--- config.mk ---
export PLATFORM = sky130hd
export DESIGN_NAME = etb_divider
export DESIGN_NICKNAME = d
export VERILOG_FILES = /design/src/etb_pkg.sv /design/src/etb_divider.sv
export SDC_FILE = /design/constraint.sdc
export NUM_CORES = 1
export LEC_CHECK = 0
export BUFFER_PORTS_ARGS = -buffer_cell sky130_fd_sc_hd__buf_2
export CELL_PAD_IN_SITES_DETAIL_PLACEMENT = 0
export CELL_PAD_IN_SITES_GLOBAL_PLACEMENT = 2
export CORE_MARGIN = 2
export CORE_UTILIZATION = 38
export DETAILED_ROUTE_END_ITERATION = 6
export GPL_TIMING_DRIVEN = 0
export PLACE_DENSITY_LB_ADDON = 0.05
export RECOVER_POWER = 50
export SETUP_SLACK_MARGIN = 0.02
export SLEW_MARGIN = 20
export SYNTH_ARGS = -nofsm -noshare
export SYNTH_HDL_FRONTEND = slang
export SYNTH_SLANG_ARGS = --single-unit
--- constraint.sdc ---
create_clock -name i_ref_clk -period 5.35 [get_ports i_ref_clk]
set_input_delay 0 -clock i_ref_clk [delete_from_list [all_inputs] [get_ports i_ref_clk]]
set_output_delay 0 -clock i_ref_clk [all_outputs]
set_load 0.05 [all_outputs]
--- src/etb_pkg.sv ---
package etb_pkg;

   // ------------------------------------------------------------
   // Register offsets (byte addresses)
   // ------------------------------------------------------------
   localparam logic [7:0] ETB_OFS_DIV_HIGH = 8'h00;
   localparam logic [7:0] ETB_OFS_DIV_LOW  = 8'h04;
   localparam logic [7:0] ETB_OFS_NV_HIGH  = 8'h08;
   localparam logic [7:0] ETB_OFS_NV_LOW   = 8'h0C;
   localparam logic [7:0] ETB_OFS_CONFIG   = 8'h10;
   localparam logic [7:0] ETB_OFS_NV_CMD   = 8'h14;
   localparam logic [7:0] ETB_OFS_STATUS   = 8'h18;

   // ------------------------------------------------------------
   // Field layout and reset values
   // ------------------------------------------------------------
   localparam int         ETB_DIV_W       = 11;
   localparam int         ETB_SECD_BIT    = 7;
   localparam logic [7:0] ETB_NV_ERASED   = 8'hFF;
   localparam logic [1:0] ETB_RESP_OKAY   = 2'h0;
   localparam logic [1:0] ETB_RESP_SLVERR = 2'h2;

   // ------------------------------------------------------------
   // Timing
   // ------------------------------------------------------------
   localparam int ETB_CLK_NS      = 100;
   localparam int ETB_TICK_NS     = 35000;
   localparam int ETB_BURN_MS     = 10;
   localparam int ETB_BURN_TICKS  =
      (ETB_BURN_MS * 1000000 + ETB_TICK_NS - 1) / ETB_TICK_NS;

   // ------------------------------------------------------------
   // Types
   // ------------------------------------------------------------
   typedef enum logic [1:0] {
      ETB_OP_NONE    = 2'b00,
      ETB_OP_ERASE   = 2'b01,
      ETB_OP_PROGRAM = 2'b10
   } etb_op_t;

   typedef enum logic [0:0] {
      ETB_IDLE = 1'b0,
      ETB_BURN = 1'b1
   } etb_state_t;

   typedef enum logic [2:0] {
      ETB_R_DIV_HIGH = 3'b000,
      ETB_R_DIV_LOW  = 3'b001,
      ETB_R_NV_HIGH  = 3'b010,
      ETB_R_NV_LOW   = 3'b011,
      ETB_R_CONFIG   = 3'b100,
      ETB_R_NV_CMD   = 3'b101,
      ETB_R_STATUS   = 3'b110,
      ETB_R_NONE     = 3'b111
   } etb_reg_t;

   typedef struct packed {
      logic [7:0] data;
      logic [4:0] spare;
      logic       target_low;
      etb_op_t    op;
   } etb_nvcmd_t;

endpackage

--- src/etb_divider.sv ---
// The AXI4-Lite interface to the registers and the placing of the registers were left to the implementer.
`timescale 1ns/1ns
// Behaviour
// [RULE1] Selected reference divided by divisor gives the 35 us timebase tick.
// [RULE2] Config bit selects crystal reference or bus clock as divider input.
// [RULE3] Software loads a proper divisor before any erase or program.
// [RULE4] Software reprograms the divisor after changing the reference clock.
// [RULE5] Reset copies both nonvolatile shadows into the volatile divider registers.
// [RULE6] Divisor is 11 bits: three in high register, eight in low.
// [RULE7] Software computes divisor as INT(freq times 35e-6 plus 0.5).
// [RULE8] Security disable bit: 1 means disabled, 0 means enabled.
// [RULE9] With security enabled both volatile registers, secd included, are locked.
// [RULE10] With security enabled shadow erase and program are refused.
// [RULE11] The eleven divisor bits read back at all times.
// [RULE12] Divisor writes act only with latch clear and secd one.
// [RULE13] Shadows hold reset values and keep them across system reset.
// [RULE14] Shadows erase and program like EEPROM bytes while secd is one.
// [RULE15] New shadow contents reach volatile registers only at next reset.
// [RULE16] Shadow secd programmed to 0 makes every reset load 0.
// [RULE17] Reference clock recommended between 250 kHz and 32 MHz.
// [RULE18] Byte program lasts at least 10 ms.
// [RULE19] Byte, block or bulk erase lasts at least 10 ms.
// [RULE20] Allow 100 us voltage discharge after program or erase.
// [RULE21] Wait 600 us after re-enable or stop before using EEPROM.
// [RULE22] When registers are not implemented, writes have no effect.
// [RULE23] Count reference cycles, tick when count reaches divisor, restart.
// [RULE24] Latch bit set during program or erase blocks divisor writes.
module etb_divider #(
   parameter logic P_FUTURE_REGS = 1'b1
) (
   // Clock and resets
   input  wire logic        i_ref_clk,
   input  wire logic        i_rst_b,
   input  wire logic        i_por_b,
   // Reference clock pulses
   input  wire logic        i_crystal_ref_clock,
   input  wire logic        i_bus_clock,
   // AXI4-Lite write
   input  wire logic [7:0]  i_awaddr,
   input  wire logic        i_awvalid,
   output      logic        o_awready,
   input  wire logic [31:0] i_wdata,
   input  wire logic [3:0]  i_wstrb,
   input  wire logic        i_wvalid,
   output      logic        o_wready,
   output      logic [1:0]  o_bresp,
   output      logic        o_bvalid,
   input  wire logic        i_bready,
   // AXI4-Lite read
   input  wire logic [7:0]  i_araddr,
   input  wire logic        i_arvalid,
   output      logic        o_arready,
   output      logic [31:0] o_rdata,
   output      logic [1:0]  o_rresp,
   output      logic        o_rvalid,
   input  wire logic        i_rready,
   // Timebase and status
   output      logic        o_timebase_tick,
   output      logic        o_eeprom_latch_bit,
   output      logic        o_security_enabled
);

   // ------------------------------------------------------------
   // Decode
   // ------------------------------------------------------------
   function automatic etb_pkg::etb_reg_t etb_decode(input logic [7:0] a);
      if (a == etb_pkg::ETB_OFS_DIV_HIGH)
         etb_decode = etb_pkg::ETB_R_DIV_HIGH;
      else if (a == etb_pkg::ETB_OFS_DIV_LOW)
         etb_decode = etb_pkg::ETB_R_DIV_LOW;
      else if (a == etb_pkg::ETB_OFS_NV_HIGH)
         etb_decode = etb_pkg::ETB_R_NV_HIGH;
      else if (a == etb_pkg::ETB_OFS_NV_LOW)
         etb_decode = etb_pkg::ETB_R_NV_LOW;
      else if (a == etb_pkg::ETB_OFS_CONFIG)
         etb_decode = etb_pkg::ETB_R_CONFIG;
      else if (a == etb_pkg::ETB_OFS_NV_CMD)
         etb_decode = etb_pkg::ETB_R_NV_CMD;
      else if (a == etb_pkg::ETB_OFS_STATUS)
         etb_decode = etb_pkg::ETB_R_STATUS;
      else
         etb_decode = etb_pkg::ETB_R_NONE;
   endfunction

   // ------------------------------------------------------------
   // Reset synchroniser
   // ------------------------------------------------------------
   logic rst_meta;
   logic rst_sync;

   always_ff @(posedge i_ref_clk or negedge i_rst_b)
   begin
      if (!i_rst_b)
      begin
         rst_meta <= 1'b0;
         rst_sync <= 1'b0;
      end
      else
      begin
         rst_meta <= 1'b1;
         rst_sync <= rst_meta;
      end
   end

   // ------------------------------------------------------------
   // State
   // ------------------------------------------------------------
   logic [etb_pkg::ETB_DIV_W-1:0] divisor;
   logic [etb_pkg::ETB_DIV_W-1:0] ref_count;
   logic [8:0]                    burn_count;
   logic [7:0]                    nv_high;
   logic [7:0]                    nv_low;
   logic                          secd;
   logic                          clock_select;
   logic                          load_pend;
   logic                          refused;
   logic                          aw_got;
   logic                          w_got;
   logic [7:0]                    aw_addr;
   logic [31:0]                   w_data;
   logic [3:0]                    w_strb;
   etb_pkg::etb_state_t           state;
   etb_pkg::etb_nvcmd_t           cmd;

   // ------------------------------------------------------------
   // Write decode
   // ------------------------------------------------------------
   wire etb_pkg::etb_reg_t   wr_reg   = etb_decode(aw_addr);
   wire etb_pkg::etb_reg_t   rd_reg   = etb_decode(i_araddr);
   wire etb_pkg::etb_nvcmd_t wr_cmd   = w_data[15:0];
   wire logic wr_fire  = aw_got & w_got & ~o_bvalid;
   wire logic lane0    = w_strb[0];
   wire logic div_ok   = P_FUTURE_REGS & ~o_eeprom_latch_bit & secd;   // [RULE12] [RULE22]
   wire logic wr_high  = wr_fire & lane0 & div_ok
                         & (wr_reg == etb_pkg::ETB_R_DIV_HIGH);        // [RULE9]
   wire logic wr_low   = wr_fire & lane0 & div_ok
                         & (wr_reg == etb_pkg::ETB_R_DIV_LOW);         // [RULE9]
   wire logic wr_cfg   = wr_fire & lane0 & P_FUTURE_REGS
                         & (wr_reg == etb_pkg::ETB_R_CONFIG);
   wire logic is_cmd   = wr_fire & (wr_reg == etb_pkg::ETB_R_NV_CMD);
   wire logic cmd_op   = wr_cmd.op != etb_pkg::ETB_OP_NONE;
   wire logic cmd_ok   = is_cmd & (&w_strb[1:0]) & cmd_op & div_ok;    // [RULE10] [RULE14]
   wire logic cmd_bad  = is_cmd & ~cmd_ok;
   wire logic ref_tick = clock_select ? i_bus_clock
                                      : i_crystal_ref_clock;           // [RULE2]
   wire logic [etb_pkg::ETB_DIV_W-1:0] next_ref_count =
      ref_count + 11'h001;
   wire logic burn_done = o_timebase_tick
      & (burn_count == 9'(etb_pkg::ETB_BURN_TICKS - 1));               // [RULE18] [RULE19]
   wire logic [7:0] burn_val =
      (cmd.op == etb_pkg::ETB_OP_ERASE) ? etb_pkg::ETB_NV_ERASED
      : ((cmd.target_low ? nv_low : nv_high) & cmd.data);

   // ------------------------------------------------------------
   // Read data
   // ------------------------------------------------------------
   wire logic [7:0] rd_byte =
      (rd_reg == etb_pkg::ETB_R_DIV_HIGH) ? {secd, 4'h0, divisor[10:8]}
      : (rd_reg == etb_pkg::ETB_R_DIV_LOW) ? divisor[7:0]              // [RULE11]
      : (rd_reg == etb_pkg::ETB_R_NV_HIGH) ? nv_high
      : (rd_reg == etb_pkg::ETB_R_NV_LOW) ? nv_low
      : (rd_reg == etb_pkg::ETB_R_CONFIG) ? {7'h00, clock_select}
      : (rd_reg == etb_pkg::ETB_R_STATUS)
         ? {5'h00, ~secd, refused, o_eeprom_latch_bit}
      : 8'h00;
   wire logic [1:0] rd_resp = (rd_reg == etb_pkg::ETB_R_NONE)
      ? etb_pkg::ETB_RESP_SLVERR : etb_pkg::ETB_RESP_OKAY;

   // ------------------------------------------------------------
   // AXI write channels
   // ------------------------------------------------------------
   always_ff @(posedge i_ref_clk or negedge rst_sync)
   begin
      if (!rst_sync)
      begin
         o_awready <= 1'b0;
         o_wready  <= 1'b0;
         aw_got    <= 1'b0;
         w_got     <= 1'b0;
         aw_addr   <= 8'h00;
         w_data    <= 32'h0000_0000;
         w_strb    <= 4'h0;
      end
      else
      begin
         if (o_awready & i_awvalid)
         begin
            o_awready <= 1'b0;
            aw_got    <= 1'b1;
            aw_addr   <= i_awaddr;
         end
         else if (o_bvalid & i_bready)
            aw_got <= 1'b0;
         else if (!aw_got & !o_bvalid & !load_pend)
            o_awready <= 1'b1;
         if (o_wready & i_wvalid)
         begin
            o_wready <= 1'b0;
            w_got    <= 1'b1;
            w_data   <= i_wdata;
            w_strb   <= i_wstrb;
         end
         else if (o_bvalid & i_bready)
            w_got <= 1'b0;
         else if (!w_got & !o_bvalid & !load_pend)
            o_wready <= 1'b1;
      end
   end

   always_ff @(posedge i_ref_clk or negedge rst_sync)
   begin
      if (!rst_sync)
      begin
         o_bvalid <= 1'b0;
         o_bresp  <= etb_pkg::ETB_RESP_OKAY;
      end
      else if (wr_fire)
      begin
         o_bvalid <= 1'b1;
         o_bresp  <= (wr_reg == etb_pkg::ETB_R_NONE)
                     ? etb_pkg::ETB_RESP_SLVERR : etb_pkg::ETB_RESP_OKAY;
      end
      else if (i_bready)
         o_bvalid <= 1'b0;
   end

   // ------------------------------------------------------------
   // AXI read channels
   // ------------------------------------------------------------
   always_ff @(posedge i_ref_clk or negedge rst_sync)
   begin
      if (!rst_sync)
      begin
         o_arready <= 1'b0;
         o_rvalid  <= 1'b0;
         o_rdata   <= 32'h0000_0000;
         o_rresp   <= etb_pkg::ETB_RESP_OKAY;
      end
      else if (o_arready & i_arvalid)
      begin
         o_arready <= 1'b0;
         o_rvalid  <= 1'b1;
         o_rdata   <= {24'h00_0000, rd_byte};
         o_rresp   <= rd_resp;
      end
      else if (o_rvalid & i_rready)
         o_rvalid <= 1'b0;
      else if (!o_rvalid & !load_pend)
         o_arready <= 1'b1;
   end

   // ------------------------------------------------------------
   // Volatile divider registers
   // ------------------------------------------------------------
   always_ff @(posedge i_ref_clk or negedge rst_sync)
   begin
      if (!rst_sync)
      begin
         load_pend    <= 1'b1;
         divisor      <= 11'h000;
         secd         <= 1'b0;
         clock_select <= 1'b0;
      end
      else
      begin
         if (load_pend)
         begin
            load_pend <= 1'b0;
            divisor   <= {nv_high[2:0], nv_low};                    // [RULE5] [RULE15]
            secd      <= nv_high[etb_pkg::ETB_SECD_BIT];            // [RULE16]
         end
         if (wr_high)
         begin
            divisor[10:8] <= w_data[2:0];                           // [RULE6]
            secd          <= w_data[etb_pkg::ETB_SECD_BIT];         // [RULE8]
         end
         if (wr_low)
            divisor[7:0] <= w_data[7:0];                            // [RULE6]
         if (wr_cfg)
            clock_select <= w_data[0];
      end
   end

   // ------------------------------------------------------------
   // Timebase divider
   // ------------------------------------------------------------
   always_ff @(posedge i_ref_clk or negedge rst_sync)
   begin
      if (!rst_sync)
      begin
         ref_count       <= 11'h000;
         o_timebase_tick <= 1'b0;
      end
      else
      begin
         o_timebase_tick <= 1'b0;
         if (ref_tick)
         begin
            if ((divisor != 11'h000) && (next_ref_count >= divisor))
            begin
               ref_count       <= 11'h000;                          // [RULE23]
               o_timebase_tick <= 1'b1;                             // [RULE1]
            end
            else
               ref_count <= next_ref_count;                         // [RULE23]
         end
      end
   end

   // ------------------------------------------------------------
   // Shadow erase and program sequencer
   // ------------------------------------------------------------
   always_ff @(posedge i_ref_clk or negedge rst_sync)
   begin
      if (!rst_sync)
      begin
         state              <= etb_pkg::ETB_IDLE;
         cmd                <= '0;
         burn_count         <= 9'h000;
         refused            <= 1'b0;
         o_eeprom_latch_bit <= 1'b0;
      end
      else
      begin
         case (state)
            etb_pkg::ETB_IDLE:
            begin
               if (cmd_ok)
               begin
                  cmd                <= wr_cmd;
                  burn_count         <= 9'h000;
                  refused            <= 1'b0;
                  o_eeprom_latch_bit <= 1'b1;                       // [RULE24]
                  state              <= etb_pkg::ETB_BURN;
               end
               else if (cmd_bad)
                  refused <= 1'b1;                                  // [RULE10]
            end
            etb_pkg::ETB_BURN:
            begin
               if (cmd_bad)
                  refused <= 1'b1;
               if (burn_done)
               begin
                  o_eeprom_latch_bit <= 1'b0;                       // [RULE24]
                  state              <= etb_pkg::ETB_IDLE;
               end
               else if (o_timebase_tick)
                  burn_count <= burn_count + 9'h001;
            end
            default:
               state <= etb_pkg::ETB_IDLE;
         endcase
      end
   end

   // ------------------------------------------------------------
   // Nonvolatile shadows, cleared only at power-on
   // ------------------------------------------------------------
   always_ff @(posedge i_ref_clk or negedge i_por_b)
   begin
      if (!i_por_b)
      begin
         nv_high <= etb_pkg::ETB_NV_ERASED;
         nv_low  <= etb_pkg::ETB_NV_ERASED;
      end
      else if ((state == etb_pkg::ETB_BURN) && burn_done)
      begin
         if (cmd.target_low)
            nv_low <= burn_val;                                     // [RULE14]
         else
            nv_high <= burn_val;                                    // [RULE14]
      end
   end

   // ------------------------------------------------------------
   // Security status
   // ------------------------------------------------------------
   always_ff @(posedge i_ref_clk or negedge rst_sync)
   begin
      if (!rst_sync)
         o_security_enabled <= 1'b0;
      else
         o_security_enabled <= ~secd & ~load_pend;                  // [RULE8]
   end

endmodule // etb_divider

Yosys cells after proc, flatten, opt, wreduce, memory -nomap -nowiden
Cells that the tools add are included.
Widths: inputs -> output; s select.
Storage, ports and cells
  flip-flop bits (word level): 113
  output and inout port bits: 44
  word-level logic and storage cells: 192
Cells by class
  mux-type cells: 62
  $lt $le $gt $ge: 1
  reduce and logical (&&, ||, !) cells: 31
  $add $sub $neg: 2
  bitwise operators: 33
  eq/ne operators: 31
Operators by type and width (number)
  $mux 8: 7
  $eq 8x5->1 const B: 6
  $mux 3: 11
  $eq 8x4->1 const B: 4
  $mux 1: 29
  $mux 9: 3
  $and 1x1->1: 25
  $mux 11: 2
  $reduce_bool 2->1: 10
  $eq 3x3->1 const B: 6
  $pmux 9 s2: 1
  $eq 8x3->1 const B: 2
  $logic_not 8->1: 2
  $reduce_and 2->1: 8
  $mux 2: 6
  $ne 2x2->1 const B: 6
  $add 11x1->11 const B: 1
  $ge 11x11->1: 1
  $reduce_bool 11->1: 1
  $add 9x1->9 const B: 1
  $eq 9x9->1 const B: 1
  $and 8x8->8: 1
  $not 1->1: 7
  $eq 3x1->1 const B: 2
  8 further kinds: 17

Depth between registers and ports, before layout
Gate-level depths: netlist (run 1).
  word-level depth: 18
  mapped depth: 12
  depth with buffers taken out: 11

Least setup slack after synthesis (run 1)
No wires, ideal clock.
  kind: register to register
  start point: reg ref_count[2] (netlist bit)
  end point: reg ref_count[10] (netlist bit)
  buffers on the path: 2
  data arrival time: 2.660 ns
  path slack: 2.554 ns
  cell stages (with the launch flop): 13
  period minus slack after synthesis: 2.796 ns
  required time: 5.214 ns
  cells stage by stage: dfrtp_1 and3_1 and3_1 clkbuf_1 and3_1 xor2_1 ha_1 nand4_1 a211o_1 o22a_1 a21oi_1 clkbuf_1 nor3_1
On the way
  word-level cells in the longest chain between the ends: 4
Ends and longest elaborated chain
  start: declaration: RTL line etb_divider.sv:109  | logic [etb_pkg::ETB_DIV_W-1:0] ref_count;
  start signal: assignment: RTL line etb_divider.sv:305  | ref_count <= next_ref_count;
  $add 11x1->11 *: RTL line etb_divider.sv:147  | ref_count + 11'h001;
  $ge 11x11->1: RTL line etb_divider.sv:299  | if ((divisor != 11'h000) && (next_ref_count >= divisor))
  $logic_and 1x1->1: RTL line etb_divider.sv:299
  $mux 11 *: RTL line etb_divider.sv:299
Mark *: on every way between the ends. The rest lies on a longest branch, timed or not.
A chain may end at the register's enable or synchronous reset.

Worst setup path in the final report (run 1)
  start point: reg ref_count[2] (netlist bit)
  end point: reg ref_count[2] (netlist bit)
Same word-level chain as after synthesis.

==> results.md, run 1 <==
- Outcome: finished with violations
- Violated checks: capacitance limit, slew limit
- Via density: 4.848
- Placed Cells: 773
- Die Span X: 124.2 um
- Sequential area share after synthesis: 50.98%
- Critical path's slowest cell: dfrtp_1
- Synth warn: 0
- Highest Clock Rate: 299.4 MHz
- Hold Vio Cnt, Final: 0
- WS Path Type: register to register
- Power per cell area: 358.8 mW/mm2
- Routed vias: 3985
- Reg2reg start: ref_count[2]$_DFFE_PN0P_
- Port buffer count: 59
- Area leader, netlist: dfrtp_1
- Area Overhead vs Synth: 22.72%
- Layout Skew: 0.01256 ns
- I/O Pins: 106
- Post-synthesis cell type count: 57
- Endpoints failing setup: 0
- Fraction of registers with async set/reset: 100.0%
- Largest net degree at the start of global routing: 39
- Non-filler cells, final: 822
- Static Leak: 3.218 nW
- RSZ-0062 raised after global routing: no
- Switching share of power: 34.16%
- Clock share of power: 27.7%
- Critical Path, Cell by Cell: and3_1, and3_1, clkbuf_1, and3_1, xor2_1, ha_1, nand4_1, a211o_1, o22a_1, a21oi_1, clkbuf_1, nor3_1
- Number of flops mapped to enable cells by yosys: 0
- Diode count: 0
- CTS max path bufs: 2
- Drt total wl: 12.26 mm
- Core area: 0.01399 mm2
- Combinational share of power: 24.9%
- GRT Total Usage: 16.57%
- Seq pwr share: 47.3%
- Worst EP required: 5.56 ns
- Tcrit/Tclk final: 62.42%
- Area share of the largest cell type after synthesis: 42.84%
- Worst slew margin: -13.55%
- P_sw: 0.8258 mW
- CTS sink cnt: 111
- Initial DRC Count: 159
- Inserted Clock Buffers: 9
- DP HPWL: 9.160 mm
- Pwr Total: 2.417 mW
- Avg Inst Size Synth: 10.85 um2
- Initial antenna violation count: 0
- Design Area, Final: 0.006738 mm2
- DRC Markers: 0
- Worst-path fanout max: 10
- Nature of the critical path endpoint: register
- Hold Path Class: input pin to register
- Depth of the CTS H-tree: 3
- Crit path from: ref_count[2]$_DFFE_PN0P_
- #FFs+latches synth: 111
- Post-route setup TNS: 0 ns
- Startpoint Class: register
- Post-CTS setup buffers: 0
- Final Max Tran Viols: 31
- Number of global-route vias before repair: 3895
- CTS tree: built
- First-pass GRT wire length: 20.60 mm
- PostCTS Resize Cnt: 0
- Antenna Nets Post-Route: 0
- Worst Min Path Start: i_araddr[5]
- Die area: 0.01543 mm2
- Placement Rows: 43
- Post-synth top cells: 94 x dfrtp_1, 49 x nand2_1, 48 x mux2_2, 36 x nor2_1, 34 x o21ai_0
- Largest stage delay on the critical path: 0.46 ns
- Cell mode on critical path: and3_1
- Hold buffers post-CTS: 33
- CP Data Arrival Time: 3.54 ns
- Peak supply drop: 0.0002442 V
- Dominant synthesized flop cell: dfrtp_1
- Chip height: 124.2 um
- # Max-Cap Violations: 1
- Clk pin slew, worst setup/hold paths: 0.07 ns
- Initial core utilization: 39.25%
- Share of cells above drive strength 1: 25.70%
- Mapped Cells: 506
- Fin crit period: 3.340 ns
- Internal power: 1.592 mW
- Placed Instance Area: 0.006152 mm2
- Synth area leaders: dfrtp_1 43%, mux2_2 9.8%, dfstp_2 8.1%
- Routability Congestion: 0.7818
- Synthesized area: 0.005490 mm2
- Nets: 713
- Most frequent cell after synthesis: dfrtp_1
- Root Driver: clkbuf_16
- Worst-Skew Late Latency: 0.35 ns
- Worst Hold Margin: 0.04128 ns
- Worst-Margin Slew: 1.703 ns
- FILL cells: 1331
- Wirelength per Cell: 14.91 um
- GRT overflow: 0
- Drt pass-1 iters: 4
[layout by cell type, fill, tap and decap left out, drive strengths merged, types with 2 or more instances in the layout]
| master | count |
|---|---|
| o21ai | 35 |
| a21oi | 16 |
| nand2b | 8 |
| inv | 19 |
| xor2 | 12 |
| clkinv | 3 |
| buf | 74 |
| nor3b | 2 |
| nand4b | 2 |
| mux2i | 14 |
| and3 | 8 |
| a31oi | 3 |
| nand4 | 7 |
| mux4 | 2 |
| mux2 | 49 |
| conb | 28 |
| clkbuf | 41 |
| nor2b | 4 |
| a211oi | 2 |
| dfstp | 17 |
| a22oi | 4 |
| nand2 | 50 |
| o22a | 2 |
| a21o | 3 |
| nand3 | 12 |
| o31ai | 5 |
| nor4 | 3 |
| nor3 | 13 |
| dfrtp | 94 |
| dlygate4sd3 | 33 |
| and4 | 2 |
| xnor2 | 5 |
| and2 | 2 |
| nor2 | 36 |
| ha | 14 |
| o41ai | 3 |
[metrics by stage]
| step | util, % | setup WS, ns |
|---|---|---|
| after CTS | 48.47 | 1.974 |
| after detailed placement | 43.98 | 2.004 |
| after global routing | 48.17 | 1.808 |
| after floorplan | - | 2.510 |
| final | 48.17 | 2.010 |
| after global placement | 43.67 | 1.329 |
[final timing paths]
| path | to | slack (ns) | cells past startpoint |
|---|---|---|---|
| hold reg to reg | rst_sync$_DFF_PN0_ | 0.37 | 0 |
| min in group asynchronous | w_data[13]$_DFFE_PN0P_ | 0.43 | 0 |
| setup reg to reg | ref_count[2]$_DFFE_PN0P_ | 2.01 | 12 |
| max in group asynchronous | refused$_DFF_PN0_ | 2.80 | 1 |
| setup / recovery | ref_count[2]$_DFFE_PN0P_ | 2.01 | 12 |
| hold / removal | o_rdata[0]$_DFFE_PN0P_ | 0.04 | 4 |
[layer usage]
layer	track usage, %	wire length (um)	share of wire [%]
met4	5.155	97	0.79
met1	24.36	6130	50
met2	24.88	5580	46
met5	0	0	0
met3	3.055	447	3.6
[logic make-up after synthesis]
logic type	count (synthesis)	synth area share, %
flip-flops	111	50.98
AO/OA/AOI/OAI	80	8.866
XOR/XNOR	17	2.712
adder cells (fa/ha/maj)	14	3.191
AND/OR/NAND/NOR	156	14.47
other	2	0.1368
buffers and inverters	61	6.221
multiplexers	65	13.42
[worst max-delay path: cells and delay by family (launching register included)]
family / cells / cell delay [ns]
AND/OR/NAND/NOR: 5 / 0.95
buffers and inverters: 2 / 0.72
AO/OA/AOI/OAI: 3 / 0.69
flip-flops: 1 / 0.46
adder cells (fa/ha/maj): 1 / 0.28
XOR/XNOR: 1 / 0.11
[registers in the layout (all words and copies together) (netlist names), 2 cells and up]
signal	count
burn_count	9
nv_high	8
w_strb	2
o_rdata	8
cmd	11
nv_low	8
ref_count	11
divisor	11
aw_addr	8
w_data	16
[power groups by stage]
| stage | registers (mW) | clock network (mW) | logic [mW] |
|---|---|---|---|
| final | 1.14 | 0.671 | 0.603 |
| after global routing | 1.17 | 0.732 | 0.670 |
| after CTS | 1.15 | 0.692 | 0.620 |
| after detailed placement | 1.16 | 0 | 0.601 |
| after global placement | 1.16 | 0 | 0.572 |
| after floorplan | 1.20 | 0 | 0.391 |
[final cells by class]
class	instances	area [um2]	area share, %
clock buffers	9	225.2	3.343
flip-flops and latches	111	2799	41.54
repair buffers	94	626.9	9.304
inverters	16	60.06	0.8914
multi-input cells	360	2447	36.32
well taps	180	225.2	3.343
plain buffers	45	281.5	4.178
clock inverters	7	72.57	1.077
Power figures use the tool's default switching activity.
==> run 2, diff against run 1 <==
--- a/config.mk
+++ b/config.mk
@@ -5,11 +5,12 @@
 export SDC_FILE = /design/constraint.sdc
 export NUM_CORES = 1
 export LEC_CHECK = 0
+export ABC_AREA = 1
 export BUFFER_PORTS_ARGS = -buffer_cell sky130_fd_sc_hd__buf_2
 export CELL_PAD_IN_SITES_DETAIL_PLACEMENT = 0
 export CELL_PAD_IN_SITES_GLOBAL_PLACEMENT = 2
 export CORE_MARGIN = 2
-export CORE_UTILIZATION = 38
+export CORE_UTILIZATION = 30
 export DETAILED_ROUTE_END_ITERATION = 6
 export GPL_TIMING_DRIVEN = 0
 export PLACE_DENSITY_LB_ADDON = 0.05
==> constraint.sdc (replaced) <==
create_clock -name i_ref_clk -period 2.7 [get_ports i_ref_clk]
set_input_delay 0 -clock i_ref_clk [delete_from_list [all_inputs] [get_ports i_ref_clk]]
set_output_delay 0 -clock i_ref_clk [all_outputs]
set_load 0.05 [all_outputs]
==> run 2 against run 1 <==
Effect of this change:
- the flow still finishes with violations (capacitance limit, slew limit)
- maximum frequency increased by 39%
- hold slack improved by 0.094 ns
- routed wire length increased by 33%
- sequential share of layout area decreased by 3.3 points
- count of clock-buffer cells in the layout increased by 2
- sequential power increased by 96%
- flip-flop and latch count unchanged
- global-route usage decreased by 0.099 points
- first-iteration DRC count increased by 110%
- utilization decreased by 11 points
- critical path depth increased by 3
- critical endpoint is now ref_count[10]$_DFFE_PN0P_
- largest power group unchanged
==> results.md, run 2 <==
- Outcome: finished with violations
- Violated checks: capacitance limit, slew limit
- Synthesized area: 0.005949 mm2
- Hold Vio Cnt, Final: 0
- Clk pin slew, worst setup/hold paths: 0.08 ns
- Number of flops mapped to enable cells by yosys: 0
- Synth warn: 0
- # Max-Cap Violations: 1
- Design Area, Final: 0.007326 mm2
- Area share of the largest cell type after synthesis: 39.54%
- Worst EP required: 2.94 ns
- Die area: 0.02097 mm2
- Initial antenna violation count: 0
- Die Span X: 144.8 um
- Drt total wl: 16.25 mm
- Highest Clock Rate: 415.1 MHz
- Drt pass-1 iters: 4
- Area leader, netlist: dfrtp_1
- CTS tree: built
- GRT Total Usage: 16.47%
- Most common cell after layout, fill and taps aside: nand2_1
- Worst-Skew Late Latency: 0.36 ns
- Worst-path fanout max: 10
- Via density: 4.475
- Peak supply drop: 0.0003098 V
- Antenna Nets Post-Route: 0
- Register area: 0.002800 mm2
- Wirelength per Cell: 14.29 um
- Hold path depth: 3
- Sequential area share after synthesis: 47.05%
- Synth area leaders: dfrtp_1 40%, nand2_1 13%, dfstp_2 7.5%
- WS Path Type: register to register
- Chip height: 144.8 um
- Largest net degree at the start of global routing: 48
- Hold Path Class: input pin to register
- CTS max path bufs: 2
- Footprint of the multi-input gates: 0.002636 mm2
- Max FFs per register: 16
- Power per cell area: 686.6 mW/mm2
- #FFs+latches synth: 111
- Post-synthesis cell type count: 41
- Depth of the CTS H-tree: 3
- DP HPWL: 12.30 mm
- GRT overflow: 0
- Mapped Cells: 733
- Most frequent cells in the layout: 203 x nand2_1, 93 x dfrtp_1, 77 x inv_1
- Top reg by flops: w_data
- Fin crit period: 2.409 ns
- Reg2Reg Depth: 15
- Tcrit/Tclk final: 89.23%
- Post-synth top cells: 203 x nand2_1, 94 x dfrtp_1, 77 x inv_1, 59 x nor2_1, 46 x nand3_1
- Initial DRC Count: 328
- Post-route setup TNS: 0 ns
- CTS sink cnt: 111
- Area Overhead vs Synth: 23.13%
- Port buffer count: 61
- Placed Instance Area: 0.006715 mm2
- Placed Cells: 1086
- Final Max Tran Viols: 47
- Root Driver: clkbuf_16
- Nature of the critical path endpoint: register
- DRC Markers: 0
- Worst-Margin Slew: 2.019 ns
- Placement Rows: 51
- Core area: 0.01946 mm2
- Static Leak: 3.541 nW
- Routed vias: 5088
- Fraction of registers with async set/reset: 100.0%
- Routability Congestion: 0.8357
- Initial core utilization: 30.57%
- Diode count: 0
- RSZ-0062 raised after global routing: no
- Dominant synthesized flop cell: dfrtp_1
- Nets: 943
- CP Data Arrival Time: 2.65 ns
- I/O Pins: 106
- Endpoints failing setup: 0
- FILL cells: 2075
- Startpoint Class: register
- Avg Inst Size Synth: 8.117 um2
- First-pass GRT wire length: 26.39 mm
- Inserted Clock Buffers: 9
- Number of global-route vias before repair: 5039
- Most frequent cell after synthesis: nand2_1
- Worst slew margin: -34.59%
- Non-filler cells, final: 1137
- Layout Skew: 0.01089 ns
- Share of cells above drive strength 1: 17.66%
==> run 2: changes by cell type after synthesis, sizes merged, moves of 13 or more <==
cell,change
mux2,-46
o211ai,+18
o21ai,+23
mux2i,-13
nor2,+29
inv,+65
nand3,+36
nand2,+160
==> run 2: cell type report <==
class | count | area share [%]
Buffer | 44 | 4.287
Sequential cell | 111 | 38.22
Clock inverter | 5 | 0.5465
Inverter | 82 | 4.202
Multi-Input combinational cell | 522 | 35.99
Timing Repair Buffer | 97 | 8.915
Clock buffer | 11 | 3.313
Tap cell | 265 | 4.526
==> run 2: final timing paths <==
check / start / slack [ns] / endpoint
max reg2reg: ref_count[0]$_DFFE_PN0P_ / 0.29 / ref_count[10]$_DFFE_PN0P_
max: ref_count[0]$_DFFE_PN0P_ / 0.29 / ref_count[10]$_DFFE_PN0P_
max in group asynchronous: rst_sync$_DFF_PN0_ / 0.67 / burn_count[2]$_DFFE_PN0P_
min reg2reg: rst_meta$_DFF_PN0_ / 0.36 / rst_sync$_DFF_PN0_
min in group asynchronous: i_rst_b / 0.48 / rst_sync$_DFF_PN0_
min: i_wvalid / 0.14 / w_got$_DFFE_PN0P_
==> run 2: layer usage <==
| layer | global-route usage [%] | up-vias | wire length (um) |
|---|---|---|---|
| li1 | - | 2589 | - |
| met1 | 22.34 | 2396 | 7860 |
| met2 | 26.89 | 90 | 7610 |
| met3 | 2.929 | 13 | 526 |
| met4 | 4.905 | 0 | 251 |
| met5 | 0 | - | 0 |
==> run 2: repair_timing <==
item                                    4_1_cts  5_1_grt
hold endpoints to repair                     49        0
hold buffers                                 32        0
pin swaps                                     0        0
gates resized for setup                       1        3
endpoints found under the setup margin        1       11
setup buffers                                 0        3
==> run 2: cells by family after synthesis <==
group	after synthesis	share of synthesized area, %
other	2	0.1262
and+or+nand+nor	352	25.70
xor gates and xnor gates	14	2.061
buffers and inverters	126	10.41
muxes	4	0.7360
DFF	111	47.05
AOI/OAI and AO/OA	110	10.98
adders and majority gates	14	2.944
==> run 2: power breakdown <==
part / internal, mW / total, mW / switching [mW]
Sequential: 1.99 / 2.23 / 0.240
Clock: 0.665 / 1.33 / 0.668
Combinational: 0.450 / 1.47 / 1.02
==> run 2: worst max-delay path, stage by stage (launching register included) <==
cell	delay, ns
dfrtp_2	0.44
ha_2	0.22
nand3_1	0.12
nor3_2	0.06
or2_2	0.26
nand2_1	0.08
inv_1	0.06
ha_1	0.29
nand2_1	0.07
nor2_1	0.12
nand3_1	0.09
nand4_1	0.09
nand2_1	0.09
buf_4	0.19
nand2_1	0.07
nand2_1	0.05
==> run 2: stage by stage <==
step / hold WS [ns] / power [mW] / util [%] / setup slack, ns
2_1_floorplan: -0.2956 / 3.295 / - / 0.4576
3_3_place_gp: -0.2143 / 3.688 / 34.35 / 0.03886
3_5_place_dp: -0.2106 / 3.720 / 34.50 / 0.02219
4_1_cts: 0.1299 / 5.131 / 37.61 / 0.05295
5_1_grt: 0.1912 / 5.407 / 37.64 / 0.03085
6_report: 0.1354 / 5.030 / 37.64 / 0.2907
==> run 3, diff against run 2 <==
--- a/config.mk
+++ b/config.mk
@@ -11,11 +11,13 @@
 export CELL_PAD_IN_SITES_GLOBAL_PLACEMENT = 2
 export CORE_MARGIN = 2
 export CORE_UTILIZATION = 30
+export CTS_BUF_LIST = sky130_fd_sc_hd__clkbuf_4 sky130_fd_sc_hd__clkbuf_8 sky130_fd_sc_hd__clkbuf_16
 export DETAILED_ROUTE_END_ITERATION = 6
 export GPL_TIMING_DRIVEN = 0
 export PLACE_DENSITY_LB_ADDON = 0.05
 export RECOVER_POWER = 50
 export SETUP_SLACK_MARGIN = 0.02
+export SKIP_LAST_GASP = 1
 export SLEW_MARGIN = 20
 export SYNTH_ARGS = -nofsm -noshare
 export SYNTH_HDL_FRONTEND = slang
==> run 3 against run 2 <==
Effect of this change:
- utilization hardly changed
- sequential share of layout area hardly changed
- power is 0.19% higher
- highest routed layer unchanged
- sequential power hardly changed
- maximum frequency is 0.16% higher
- the flow still finishes with violations (capacitance limit, slew limit)
- via count is 0.12% higher
- routed wire length is 0.15% lower
==> results.md, run 3 (synthesis gave the netlist of run 2 again) <==
- Root Driver: clkbuf_16
- Hold Vio Cnt, Final: 0
- Worst Hold Margin: 0.1344 ns
- Post-route setup TNS: 0 ns
- Hold Path Class: input pin to register
- FILL cells: 2075
- WS Path Type: register to register
- Hold endpoint: w_got$_DFFE_PN0P_
- Core area: 0.01946 mm2
- Reg2reg start: ref_count[0]$_DFFE_PN0P_
- Chip height: 144.8 um
- Peak supply drop: 0.0003099 V
- Antenna Nets Post-Route: 0
- Initial core utilization: 30.57%
- Routed vias: 5094
- Nature of the critical path endpoint: register
- Port buffer count: 61
- Drt total wl: 16.23 mm
- Area Overhead vs Synth: 23.20%
- Worst-Skew Late Latency: 0.36 ns
- CTS max path bufs: 2
- First-pass GRT wire length: 26.39 mm
- Tcrit/Tclk final: 89.09%
- Worst slew margin: -34.82%
- Worst EP required: 2.94 ns
- Largest net degree at the start of global routing: 48
- Wirelength per Cell: 14.27 um
- Depth of the CTS H-tree: 3
- GRT Total Usage: 16.47%
- Most common cell after layout, fill and taps aside: nand2_1
- Number of global-route vias before repair: 5039
- Footprint of the multi-input gates: 0.002636 mm2
- Initial antenna violation count: 0
- Share of cells above drive strength 1: 17.78%
- Static Leak: 3.544 nW
- RSZ-0062 raised after global routing: no
- Highest Clock Rate: 415.7 MHz
- Endpoints failing setup: 0
- # Max-Cap Violations: 1
- Inserted Clock Buffers: 9
- Max FFs per register: 16
- Nets: 943
- Via density: 4.480
- R2R Setup Slk: 0.29 ns
- Startpoint Class: register
- Reg2Reg Depth: 15
- Initial DRC Count: 328
- Routability Congestion: 0.8357
- Hold path depth: 3
- Most frequent cells in the layout: 203 x nand2_1, 93 x dfrtp_1, 77 x inv_1
- Layout Skew: 0.01391 ns
- Violated checks: capacitance limit, slew limit
- DRC Markers: 0
- GRT overflow: 0
- Power per cell area: 687.6 mW/mm2
- CP Data Arrival Time: 2.65 ns
- Placement Rows: 51
- I/O Pins: 106
- Final Max Tran Viols: 47
- Worst Min Path Start: i_wvalid
- Outcome: finished with violations
- Reg-to-Reg End: ref_count[10]$_DFFE_PN0P_
- CTS sink cnt: 111
- Die area: 0.02097 mm2
- Worst-Margin Slew: 2.022 ns
- Clk pin slew, worst setup/hold paths: 0.08 ns
- Drt pass-1 iters: 4
- Top reg by flops: w_data
- CTS tree: built
- Diode count: 0
- Fin crit period: 2.405 ns
- DP HPWL: 12.30 mm
- Worst-path fanout max: 10
- Register area: 0.002800 mm2
- Die Span X: 144.8 um
-- run 3: cell counts in the layout (fill, tap and decap cells not counted) --
Identical to the previous run, type by type.
-- run 3: worst max path at each step --
stage / from / to / slack (ns) / cells after the start
5_1_grt: ref_count[0]$_DFFE_PN0P_ / ref_count[10]$_DFFE_PN0P_ / 0.03 / 15
3_5_place_dp: ref_count[0]$_DFFE_PN0P_ / o_timebase_tick$_DFF_PN0_ / 0.02 / 13
6_report: ref_count[0]$_DFFE_PN0P_ / ref_count[10]$_DFFE_PN0P_ / 0.29 / 15
3_3_place_gp: ref_count[0]$_DFFE_PN0P_ / o_timebase_tick$_DFF_PN0_ / 0.04 / 13
2_1_floorplan: ref_count[0]$_DFFE_PN0P_ / ref_count[3]$_DFFE_PN0P_ / 0.46 / 15
4_1_cts: ref_count[0]$_DFFE_PN0P_ / o_timebase_tick$_DFF_PN0_ / 0.05 / 14
-- run 3: cell type report --
type,instances,share of cell area [%]
clock inverters,5,0.5463
flip-flops and latches,111,38.20
inverters,82,4.199
plain buffers,44,4.285
clock buffers,11,3.363
multi-input cells,522,35.97
well taps,265,4.524
repair buffers,97,8.911
-- run 3: routing by layer --
metal	vias to the layer above	part of all wire [%]	wire length, um	global-route usage (%)
met5	-	0	0	0
met4	0	1.8	287	4.905
met3	14	3.5	561	2.929
met2	92	47	7572	26.89
met1	2401	48	7804	22.34
li1	2587	-	-	-
-- run 3: worst max-delay path, cell delays in order (launching register included) --
cell and delay (ns):
dfrtp_2 0.44, ha_2 0.22, nand3_1 0.12, nor3_2 0.06, or2_2 0.26, nand2_1 0.08
inv_1 0.06, ha_1 0.29, nand2_1 0.07, nor2_1 0.12, nand3_1 0.09, nand4_1 0.09
nand2_1 0.09, buf_4 0.19, nand2_1 0.06, nand2_1 0.05
-- run 3: where the power goes --
group | internal [mW] | total (mW) | switching, mW
Clock | 0.675 | 1.34 | 0.668
Sequential | 1.99 | 2.23 | 0.240
Combinational | 0.450 | 1.47 | 1.02
-- run 3: through the flow --
step	area, um2	power [mW]	setup slack (ns)	util [%]	cells
after global routing	7330	5.417	0.03085	37.66	1137
after global placement	6685	3.688	0.03886	34.35	1085
after floorplan	6048	3.295	0.4576	-	759
after detailed placement	6715	3.720	0.02219	34.50	1086
final	7330	5.040	0.2945	37.66	1137
after CTS	7325	5.142	0.05295	37.63	1134
-- run 3: what timing repair did --
action                                  CTS  global route
hold buffers                             32             0
hold endpoints to repair                 49             0
buffers inserted                          0             3
endpoints found under the setup margin    1            11
resized for setup                         1             3
